**src/shared/deac_pkg.sv**
```systemverilog
// package: register map, field positions and timing for the data nonvolatile access block
package deac_pkg;
    localparam int ADDR_W = 8;
    localparam int DATA_W = 8;
    localparam int DEPTH = 64;
    localparam int IDX_W = 6;
    // special register addresses
    localparam logic [7:0] DATA_ADDR = 8'h08;
    localparam logic [7:0] PTR_ADDR = 8'h09;
    localparam logic [7:0] CTRL_ADDR = 8'h88;
    localparam logic [7:0] KEY_ADDR = 8'h89;
    // control register fields
    localparam int RD_BIT = 0;
    localparam int WR_BIT = 1;
    localparam int PERMIT_BIT = 2;
    localparam int ABORT_BIT = 3;
    localparam int DONE_BIT = 4;
    // unlock key values
    localparam logic [7:0] KEY_FIRST = 8'h55;
    localparam logic [7:0] KEY_SECOND = 8'haa;
    localparam logic [7:0] ZERO_BYTE = 8'h00;
    localparam logic [1:0] UPPER_ZERO = 2'h0;
    // write time
    localparam int WRITE_TIME_US = 4000;
    localparam int CLK_MHZ = 250;
    localparam int WRITE_CYCLES = WRITE_TIME_US * CLK_MHZ;
    localparam int WCNT_W = 20;
    typedef enum logic [1:0] {
        DEAC_KEY_IDLE = 2'b00,
        DEAC_KEY_GOT1 = 2'b01,
        DEAC_KEY_ARMED = 2'b10
    } deac_key_t;
endpackage : deac_pkg

```
**src/shared/deac_mem_if.sv**
```systemverilog
// interface: array port between controller and storage
`timescale 1ns/1ps
interface deac_mem_if;
    import deac_pkg::*;
    logic [IDX_W-1:0] idx;
    logic [DATA_W-1:0] wdata;
    logic we;
    logic [DATA_W-1:0] rdata;
    modport ctrl (output idx, output wdata, output we, input rdata);
    modport mem (input idx, input wdata, input we, output rdata);
endinterface : deac_mem_if

```
**src/rtl/deac_top.sv**
```systemverilog
// data nonvolatile array access control through special registers
// Behaviour
// - array of 64 bytes, 0h to 3Fh
// - byte buffer holds 8-bit read/write data
// - array reached by the core only via special registers; programmer has its own port
// - reads and writes in normal operation
// - write erases and programs the location in one commit
// - write time set by internal timer
// - core access allowed under code protection
// - programmer denied access under code protection
// - 8-bit pointer, lowest 64 implemented
// - control register at 88h, five bits
// - done flag bit 4, set on completion
// - abort flag bit 3 on interrupted write
// - write-start bit 1, set-only, hardware clears
// - read-start bit 0, one cycle, self-clears
// - write needs 55h, AAh, then start
// - start refused unless permit already set
// - read data lands next cycle, held
// - unlock key port reads zero, stores nothing
`timescale 1ns/1ps
module deac_top #(
    parameter int WRITE_CYCLES_P = deac_pkg::WRITE_CYCLES
) (
    input wire logic core_clk_i,
    input wire logic reset_n_i,
    input wire logic clk_en_i,
    input wire logic ext_reset_i,
    input wire logic wdt_reset_i,
    input wire logic code_protect_i,
    input wire logic [deac_pkg::ADDR_W-1:0] reg_addr_i,
    input wire logic [deac_pkg::DATA_W-1:0] reg_wdata_i,
    input wire logic reg_we_i,
    input wire logic reg_re_i,
    output logic [deac_pkg::DATA_W-1:0] reg_rdata_o,
    input wire logic prog_req_i,
    input wire logic prog_we_i,
    input wire logic [deac_pkg::IDX_W-1:0] prog_idx_i,
    input wire logic [deac_pkg::DATA_W-1:0] prog_wdata_i,
    output logic [deac_pkg::DATA_W-1:0] prog_rdata_o,
    output logic prog_denied_o,
    output logic write_busy_o
);
    import deac_pkg::*;

    deac_mem_if mif ();

    deac_array #(
        .DEPTH_P(DEPTH)
    ) u_array (
        .core_clk_i(core_clk_i),
        .clk_en_i(clk_en_i),
        .mem(mif.mem)
    );

    logic [DATA_W-1:0] nv_byte_buffer_q;
    logic [ADDR_W-1:0] nv_location_pointer_q;
    logic write_done_flag_q;
    logic write_abort_flag_q;
    logic write_permit_q;
    logic wr_start_q;
    logic rd_start_q;
    logic [WCNT_W-1:0] wcnt_q;
    logic [WCNT_W-1:0] wcnt_d;
    deac_key_t key_q;
    deac_key_t key_d;

    localparam logic [WCNT_W-1:0] WLAST = WCNT_W'(WRITE_CYCLES_P - 1);
    localparam logic [WCNT_W-1:0] WCNT_ZERO = '0;

    // one comparator shape for every special register match
    function automatic logic reg_hit(input logic [ADDR_W-1:0] addr, input logic [ADDR_W-1:0] target);
        return addr == target;
    endfunction : reg_hit

    wire sel_data = reg_hit(reg_addr_i, DATA_ADDR);
    wire sel_ptr = reg_hit(reg_addr_i, PTR_ADDR);
    wire sel_ctrl = reg_hit(reg_addr_i, CTRL_ADDR);
    wire sel_key = reg_hit(reg_addr_i, KEY_ADDR);
    wire wr_data = reg_we_i && sel_data;
    wire wr_ptr = reg_we_i && sel_ptr;
    wire wr_ctrl = reg_we_i && sel_ctrl;
    wire wr_key = reg_we_i && sel_key;

    // upper two pointer bits take part in decode
    wire ptr_in_range = nv_location_pointer_q[ADDR_W-1:IDX_W] == UPPER_ZERO;
    wire abort_evt = ext_reset_i || wdt_reset_i;

    // start accepted only after the key pair and with permit already set
    wire start_req = wr_ctrl && reg_wdata_i[WR_BIT] && !wr_start_q;
    wire start_ok = start_req && key_q == DEAC_KEY_ARMED && write_permit_q;
    wire write_finish = wr_start_q && wcnt_q == WLAST;
    wire read_go = wr_ctrl && reg_wdata_i[RD_BIT] && !rd_start_q;

    // programmer shares the array port only while no write is in flight
    wire prog_ok = prog_req_i && !code_protect_i && !wr_start_q;
    assign prog_denied_o = prog_req_i && code_protect_i;

    // the whole byte is replaced in one commit: erase and program together
    assign mif.we = (write_finish && ptr_in_range) || (prog_ok && prog_we_i);
    assign mif.idx = prog_ok ? prog_idx_i : nv_location_pointer_q[IDX_W-1:0];
    assign mif.wdata = prog_ok ? prog_wdata_i : nv_byte_buffer_q;
    assign prog_rdata_o = prog_ok ? mif.rdata : ZERO_BYTE;

    wire [DATA_W-1:0] rd_byte = ptr_in_range ? mif.rdata : ZERO_BYTE;

    wire [DATA_W-1:0] ctrl_view = {3'h0, write_done_flag_q, write_abort_flag_q,
                                   write_permit_q, wr_start_q, rd_start_q};

    // unlock key port reads zero; unmapped addresses read zero too
    assign reg_rdata_o = !reg_re_i ? ZERO_BYTE :
                         sel_data ? nv_byte_buffer_q :
                         sel_ptr ? nv_location_pointer_q :
                         sel_ctrl ? ctrl_view : ZERO_BYTE;
    assign write_busy_o = wr_start_q;

    // any other bus write breaks the key sequence; a fresh 55h always restarts it
    always_comb begin
        key_d = key_q;
        case (key_q)
            DEAC_KEY_IDLE: begin
                if (wr_key && reg_wdata_i == KEY_FIRST) begin
                    key_d = DEAC_KEY_GOT1;
                end
            end
            DEAC_KEY_GOT1: begin
                if (wr_key && reg_wdata_i == KEY_SECOND) begin
                    key_d = DEAC_KEY_ARMED;
                end else if (wr_key && reg_wdata_i == KEY_FIRST) begin
                    key_d = DEAC_KEY_GOT1;
                end else if (reg_we_i) begin
                    key_d = DEAC_KEY_IDLE;
                end
            end
            DEAC_KEY_ARMED: begin
                if (wr_key && reg_wdata_i == KEY_FIRST) begin
                    key_d = DEAC_KEY_GOT1;
                end else if (reg_we_i) begin
                    key_d = DEAC_KEY_IDLE;
                end
            end
            default: begin
                key_d = DEAC_KEY_IDLE;
            end
        endcase
    end

    // counter rests at zero between writes so each write times from a clean start
    always_comb begin
        wcnt_d = WCNT_ZERO;
        if (wr_start_q && !write_finish) begin
            wcnt_d = wcnt_q + WCNT_W'(1);
        end
    end

    always_ff @(posedge core_clk_i) begin
        if (!reset_n_i) begin
            key_q <= DEAC_KEY_IDLE;
            wcnt_q <= WCNT_ZERO;
        end else if (clk_en_i) begin
            // an abort also drops a half-entered key sequence
            key_q <= abort_evt ? DEAC_KEY_IDLE : key_d;
            wcnt_q <= abort_evt ? WCNT_ZERO : wcnt_d;
        end
    end

    // control bits; abort inputs clear permit and both start bits, set the abort flag if a write was running, and leave the done flag
    always_ff @(posedge core_clk_i) begin
        if (!reset_n_i) begin
            write_permit_q <= 1'b0;
            wr_start_q <= 1'b0;
            rd_start_q <= 1'b0;
            write_done_flag_q <= 1'b0;
            write_abort_flag_q <= 1'b0;
        end else if (clk_en_i) begin
            if (abort_evt) begin
                write_permit_q <= 1'b0;
                wr_start_q <= 1'b0;
                rd_start_q <= 1'b0;
                write_abort_flag_q <= wr_start_q || write_abort_flag_q;
            end else begin
                if (wr_ctrl) begin
                    write_permit_q <= reg_wdata_i[PERMIT_BIT];
                    write_abort_flag_q <= reg_wdata_i[ABORT_BIT];
                end
                // completion beats a same-cycle software clear
                if (write_finish) begin
                    write_done_flag_q <= 1'b1;
                end else if (wr_ctrl) begin
                    write_done_flag_q <= reg_wdata_i[DONE_BIT];
                end
                if (start_ok) begin
                    wr_start_q <= 1'b1;
                end else if (write_finish) begin
                    wr_start_q <= 1'b0;
                end
                rd_start_q <= read_go;
            end
        end
    end

    // pointer and buffer keep their values across aborts so software can retry
    always_ff @(posedge core_clk_i) begin
        if (!reset_n_i) begin
            nv_byte_buffer_q <= ZERO_BYTE;
            nv_location_pointer_q <= ZERO_BYTE;
        end else if (clk_en_i) begin
            if (wr_ptr) begin
                nv_location_pointer_q <= reg_wdata_i;
            end
            if (read_go) begin
                nv_byte_buffer_q <= rd_byte;
            end else if (wr_data) begin
                nv_byte_buffer_q <= reg_wdata_i;
            end
        end
    end
endmodule : deac_top

```
**src/rtl/deac_array.sv**
```systemverilog
// storage array of byte locations held in flip-flops
`timescale 1ns/1ps
module deac_array #(
    parameter int DEPTH_P = 64
) (
    input wire logic core_clk_i,
    input wire logic clk_en_i,
    deac_mem_if.mem mem
);
    import deac_pkg::*;
    logic [DATA_W-1:0] cell_q [DEPTH_P];
    assign mem.rdata = cell_q[mem.idx];
    // no reset: array content is nonvolatile, survives resets
    always_ff @(posedge core_clk_i) begin
        if (clk_en_i && mem.we) begin
            cell_q[mem.idx] <= mem.wdata;
        end
    end
endmodule : deac_array

```
**config.mk**
```make
export PLATFORM = sky130hd
export DESIGN_NAME = deac_top
export DESIGN_NICKNAME = d
export VERILOG_FILES = /design/src/shared/deac_pkg.sv /design/src/shared/deac_mem_if.sv /design/src/rtl/deac_top.sv /design/src/rtl/deac_array.sv
export SDC_FILE = /design/constraint.sdc
export NUM_CORES = 1
export LEC_CHECK = 0
export ABC_CLOCK_PERIOD_IN_PS = 3400
export BUFFER_PORTS_ARGS = -buffer_cell sky130_fd_sc_hd__buf_2
export CORE_ASPECT_RATIO = 0.8
export CORE_MARGIN = 5
export CORE_UTILIZATION = 62
export DETAILED_ROUTE_END_ITERATION = 16
export PLACE_DENSITY_LB_ADDON = 0.1
export SLEW_MARGIN = 10
export SYNTH_ARGS = -nofsm -noshare
export SYNTH_HDL_FRONTEND = slang
export SYNTH_SLANG_ARGS = --single-unit
```
**constraint.sdc**
```tcl
create_clock -name core_clk_i -period 3.4 [get_ports core_clk_i]
set_clock_uncertainty 0.05 [all_clocks]
set_input_delay 0.34 -clock core_clk_i [delete_from_list [all_inputs] [get_ports core_clk_i]]
set_output_delay 0.34 -clock core_clk_i [all_outputs]
set_load 0.03 [all_outputs]
```
* Yosys cells after proc, flatten, opt, wreduce, memory -nomap -nowiden
Memory sizes are Yosys's and may differ from the RTL's.
Cells that the tools add are included.
** Operators by class
- Shift-type cells :: 0
- Multiplexer cells :: 30
- $lt $le $gt $ge :: 0
- Div/mod/pow operators :: 0
- Eq/ne operators :: 10
- Bitwise logic cells :: 1
- Reduce and logical (&&, ||, !) cells :: 39
- $mul :: 0
- $add $sub $neg :: 1
** Operators with widths (count)
- 8-bit 2-to-1 mux :: 8
- 20-bit 2-to-1 mux :: 2
- 8-bit == test (second input constant) :: 3
- 20-bit by 1-bit adder with 20-bit output (second input constant) :: 1
- 20-bit == test (second input constant) :: 1
- 1-bit logical AND :: 20
- 8-bit by 4-bit == test with 1-bit output (second input constant) :: 2
- 1-bit 2-to-1 mux :: 12
- 2-bit 2-to-1 mux :: 5
- 2-bit AND reduction :: 5
- 8-bit by 7-bit == test with 1-bit output (second input constant) :: 1
- 6-bit 2-to-1 mux :: 1
- 2-bit case mux with 3 select lines :: 1
- 2-bit nonzero test :: 3
- 5-bit 2-to-1 mux :: 1
- 1-bit zero test :: 4
- 2-bit zero test :: 2
- 1-bit logical OR :: 3
- 3-bit != test (second input constant) :: 1
- 3-bit AND reduction :: 1
- 3-bit nonzero test :: 1
- 2-bit by 1-bit == test with 1-bit output (second input constant) :: 1
- 2-bit == test (second input constant) :: 1
- 1-bit inverter :: 1
** Storage, ports and cells
- Input bits :: 40
- Logic and storage cells :: 91
- Memories :: 1
- Bits in read-only memories :: 0
- Output and inout bits :: 18
- Bits in latches :: 0
- Register bits :: 43
- Bits in writable memories :: 512
** Memories
- u_array.cell_q :: depth 64, width 8, read ports 1, clocked after Yosys merged registers in 0, write ports 1, line deac_array.sv:11 : logic [DATA_W-1:0] cell_q [DEPTH_P];

* Depth between registers and ports, before layout
- Depth after elaboration :: 8
- Gate-level depth with buffers :: 12

* Modules after synthesis
From an unflattened synthesis, not the netlist that was laid out.
** Unflattened totals
- Cells, all modules :: 1508
- Area total of the unflattened synthesis :: 22788.1 um2
** By module, submodules not included
- deac_array :: instances 1, area each 20128.1 um2, cells an instance 1187
- deac_top :: instances 1, area each 2660.1 um2, cells an instance 321

* Worst setup path after synthesis
No wires, ideal clock.
- Kind :: reg2out
- From :: reg wr_start_q (netlist: write_busy_o)
- To :: out prog_rdata_o[6] (netlist name)
- Arrival :: 2.958 ns
- Path slack :: 0.052 ns
- Stages on the path, launching flop included :: 11
- Path through :: dfxtp_1 > nor3b_1 > buf_4 > mux2i_1 > clkbuf_1 > o22ai_1 > nor4_1 > nor2_1 > nor3_1 > nand3_1 > nor2_1
** Between the ends
- Word-level cells in the longest chain between the ends :: 5
** Ends and longest elaborated chain
- start, declared :: line deac_top.sv:61 : logic wr_start_q;
- start signal, assigned :: line deac_top.sv:171 : wr_start_q <= 1'b0;
- start signal, assigned :: line deac_top.sv:178 : wr_start_q <= 1'b0;
- start signal, assigned :: line deac_top.sv:193 : wr_start_q <= 1'b1;
- 1-bit zero test (*) :: line deac_top.sv:96 : wire prog_ok = prog_req_i && !code_protect_i && !wr_start_q;
- 1-bit logical AND (*) :: line deac_top.sv:96
- 6-bit 2-to-1 mux :: line deac_top.sv:101 : assign mif.idx = prog_ok ? prog_idx_i : nv_location_pointer_q[IDX_W-1:0];
- memory 64 x 8 bit
- 8-bit 2-to-1 mux (*) :: line deac_top.sv:103 : assign prog_rdata_o = prog_ok ? mif.rdata : ZERO_BYTE;
- end, declared :: line deac_top.sv:40 : output logic [deac_pkg::DATA_W-1:0] prog_rdata_o,
Mark *: on every way between the ends. The rest lies on a longest branch, timed or not.

* Final worst setup path
- From :: reg wr_start_q (netlist: write_busy_o)
- To :: out prog_rdata_o[5] (netlist name)
Same word-level chain as after synthesis.

==> out/metrics.cfg <==
[final_layout]
stdcell_area_sq_um = 27300
area_growth_syn_to_layout_pct = 22.7
finalNonFillerCells = 2427
drive_gt1_frac = 0.258
layout_commonest_cell = edfxtp_1
layout_common_cells = 512 x edfxtp_1, 224 x buf_4, 182 x nor2_1
finish.net_count = 1948

[power_and_ir_drop]
pwr_density_cell_nw_per_um2 = 512
peakVddDrop_v = 0.000456
power_leakage_nw = 10.1

[sta]
holdWs_ns = 0.0416
fin_ws_ns = -0.499
hold_violations = 0
final_max_slew_viol_count = 0
fin_crit_sh = 1.15
tightest_slew_ns = 1.02
fmax_mhz = 256
max-slew-margin-rel = 0.323
period_minus_slack_ns = 3.90
finalSetupViolCount = 8
rsz0062_at_grt = true

[synthesis]
synth.top_cell.area_share = 0.691
synth_fp_nets = 1683
ys_async_sr_fraction = 0
synth_edf_count = 512
syn_area_sq_um = 22300
synth_top_area_cell = edfxtp_1
synth_cell_types = 60
synth.avg_cell_area_sq_um = 13.6
synthFlopType = edfxtp_1
ys_ff_latch = 555
syn_inst = 1642
yosysWarnings = 0
ys_top_cells_by_area = edfxtp_1 69%, o22ai_1 5.2%, dfxtp_1 3.9%, nor2_1 3.1%, nand2_1 2.6%
seq_area_frac_synth = 0.730

[critical_path]
cp-startpoint = write_busy_o
worstPathMaxFanout = 6
required_ns = 3.01
cp-start-kind = flop
worst_setup_path_end_kind = output pin
reg2regPathDepth = 9
r2r-end = u_array.cell_q[58][1]
critical_path_class = flop to output pin
reg2reg_from = wcnt_q[0]
r2r_slack_ns = 0.18
arrival_ns = 3.51

[clock_network]
clock-sinks = 555
numCtsBuffers = 51
clockBufferDepth = 3
cts_root_buffer = clkbuf_16
cts_tree = done
clkSlewWorstSetupHoldPaths_ns = 0.06
htree_levels = 2
insertion_delay_ns = 0.60

[routing]
drtIter0Drc = 2595
wl_microns = 65300
dr.pass1.iters = 5
drc = 0
vias = 16381
wl_per_cell_microns = 26.9
via_per_inst = 6.75
ant_nets = 0

[hold_path]
hp-class = input port to flop
holdPathStages = 3
worstHoldStart = reg_wdata_i[7]
worstHoldEndpoint = nv_location_pointer_q[7]

[place]
portBuffers = 57
place.gp.congestion = 0.994
dp.cells = 2298
detailed_place_hpwl_microns = 41900
postPlaceCellArea_sq_um = 24700
place_ws_ns = -0.451

[floorplan]
ioPinCount = 58
core_area_sq_um = 35700
rows = 62
initial_core_util = 0.624
die_y_microns = 179
die-area_sq_um = 39800
die_w_microns = 222

[status]
status = complete, but fails checks
violations = setup timing

[global_route]
antenna_found_initial = 1
grt_util_all_layers = 0.318
grt_pass1_wl_microns = 96300
grt_overflow = 0
grt_max_degree = 65
first_global_vias = 15434

[run]
drv_cap = 0

==> synthesized netlist by cell type, types with 8 or more instances <==
cell      number
a21oi_1       78
a31oi_1       18
a32oi_1       24
and3_1        17
buf_2         25
clkbuf_1      69
dfxtp_1       43
edfxtp_1     512
mux2_2        11
mux2i_1       26
nand2_1      157
nand2b_1      10
nand3_1       24
nand3b_1      14
nor2_1       185
nor2b_1       16
nor3_1        21
nor3b_1        8
nor4_1        18
o21ai_0       43
o221ai_1      31
o22ai_1      185
or3_1         12
==> where the power goes <==
group          internal [mW]  switching, mW
Sequential              7.42        0.00156
Clock                   3.30           2.49
Combinational          0.294          0.472
==> area by class of cell <==
| cell class | instances | area [sq um] |
|---|---|---|
| clock buffers | 62 | 1320 |
| clock inverters | 30 | 342 |
| multi-input cells | 972 | 6030 |
| flip-flops and latches | 555 | 16200 |
| diodes | 1 | 2.50 |
| inverters | 5 | 18.8 |
| repair buffers | 322 | 2760 |
| fillers | 2165 | 8380 |
| well taps | 480 | 601 |
==> flip-flops by register name, indices dropped and copies added, names as in the netlist <==
register	cells
write_busy_o	1
write_abort_flag_q	1
key_q	2
rd_start_q	1
u_array.cell_q	512
wcnt_q	20
write_permit_q	1
write_done_flag_q	1
nv_byte_buffer_q	8
nv_location_pointer_q	8
==> metal layers <==
| metal | wire length (microns) | GRT usage | vias to the layer above | share of wire |
|---|---|---|---|---|
| met1 | 25800 | 0.474 | 8020 | 0.39 |
| met3 | 9140 | 0.0892 | 181 | 0.14 |
| met4 | 2150 | 0.0998 | 0 | 0.033 |
| met2 | 28300 | 0.464 | 1248 | 0.43 |
| li1 | - | - | 6932 | - |
| met5 | 0 | 0 | - | 0 |
==> logic make-up after synthesis <==
logic type / count (synthesis) / synth area share
flops: 555 / 0.730
simple gates: 516 / 0.108
compound gates: 414 / 0.119
buf+inv: 115 / 0.0227
mux: 41 / 0.0201
fa+ha+maj: 1 / 0.000562
==> worst max-delay path, stage by stage (launching register included) <==
cell      delay (ns)
dfxtp_2         0.34
or3b_4          0.45
buf_12          0.18
mux2i_4         0.20
buf_6           0.16
buf_16          0.13
buf_4           0.14
o22ai_1         0.31
a211oi_2        0.07
a31oi_2         0.39
nor4b_4         0.09
buf_4           0.16
and2_4          0.15
buf_6           0.13
==> what timing repair did <==
item | in CTS | in global routing
resized for setup | 86 | 45
setup endpoints to repair | 15 | 393
endpoints found under the hold margin | 2 | 0
pin swaps | 25 | 7
buffers inserted | 29 | 3
hold buffers | 2 | 0
gates cloned | 2 | 0
==> metrics by stage <==
stage / power, mW / TNS (ns) / util
after CTS: 14.0 / -3.27 / 0.759
after global routing: 14.3 / -3.86 / 0.765
after global placement: 8.21 / -1.99 / 0.693
after floorplan: 7.90 / 0 / -
final: 14.0 / -3.29 / 0.765
after detailed placement: 8.22 / -2.44 / 0.693
==> worst max-delay path by stage <==
stage                      end  depth (start not counted)  slack [ns]
2_1_floorplan  prog_rdata_o[6]                         10        0.05
3_3_place_gp   prog_rdata_o[2]                         12       -0.40
3_5_place_dp   prog_rdata_o[5]                         12       -0.45
4_1_cts        prog_rdata_o[5]                         12       -0.44
5_1_grt        prog_rdata_o[0]                         12       -0.52
6_report       prog_rdata_o[5]                         13       -0.50
(Power assumes the default switching activity.)
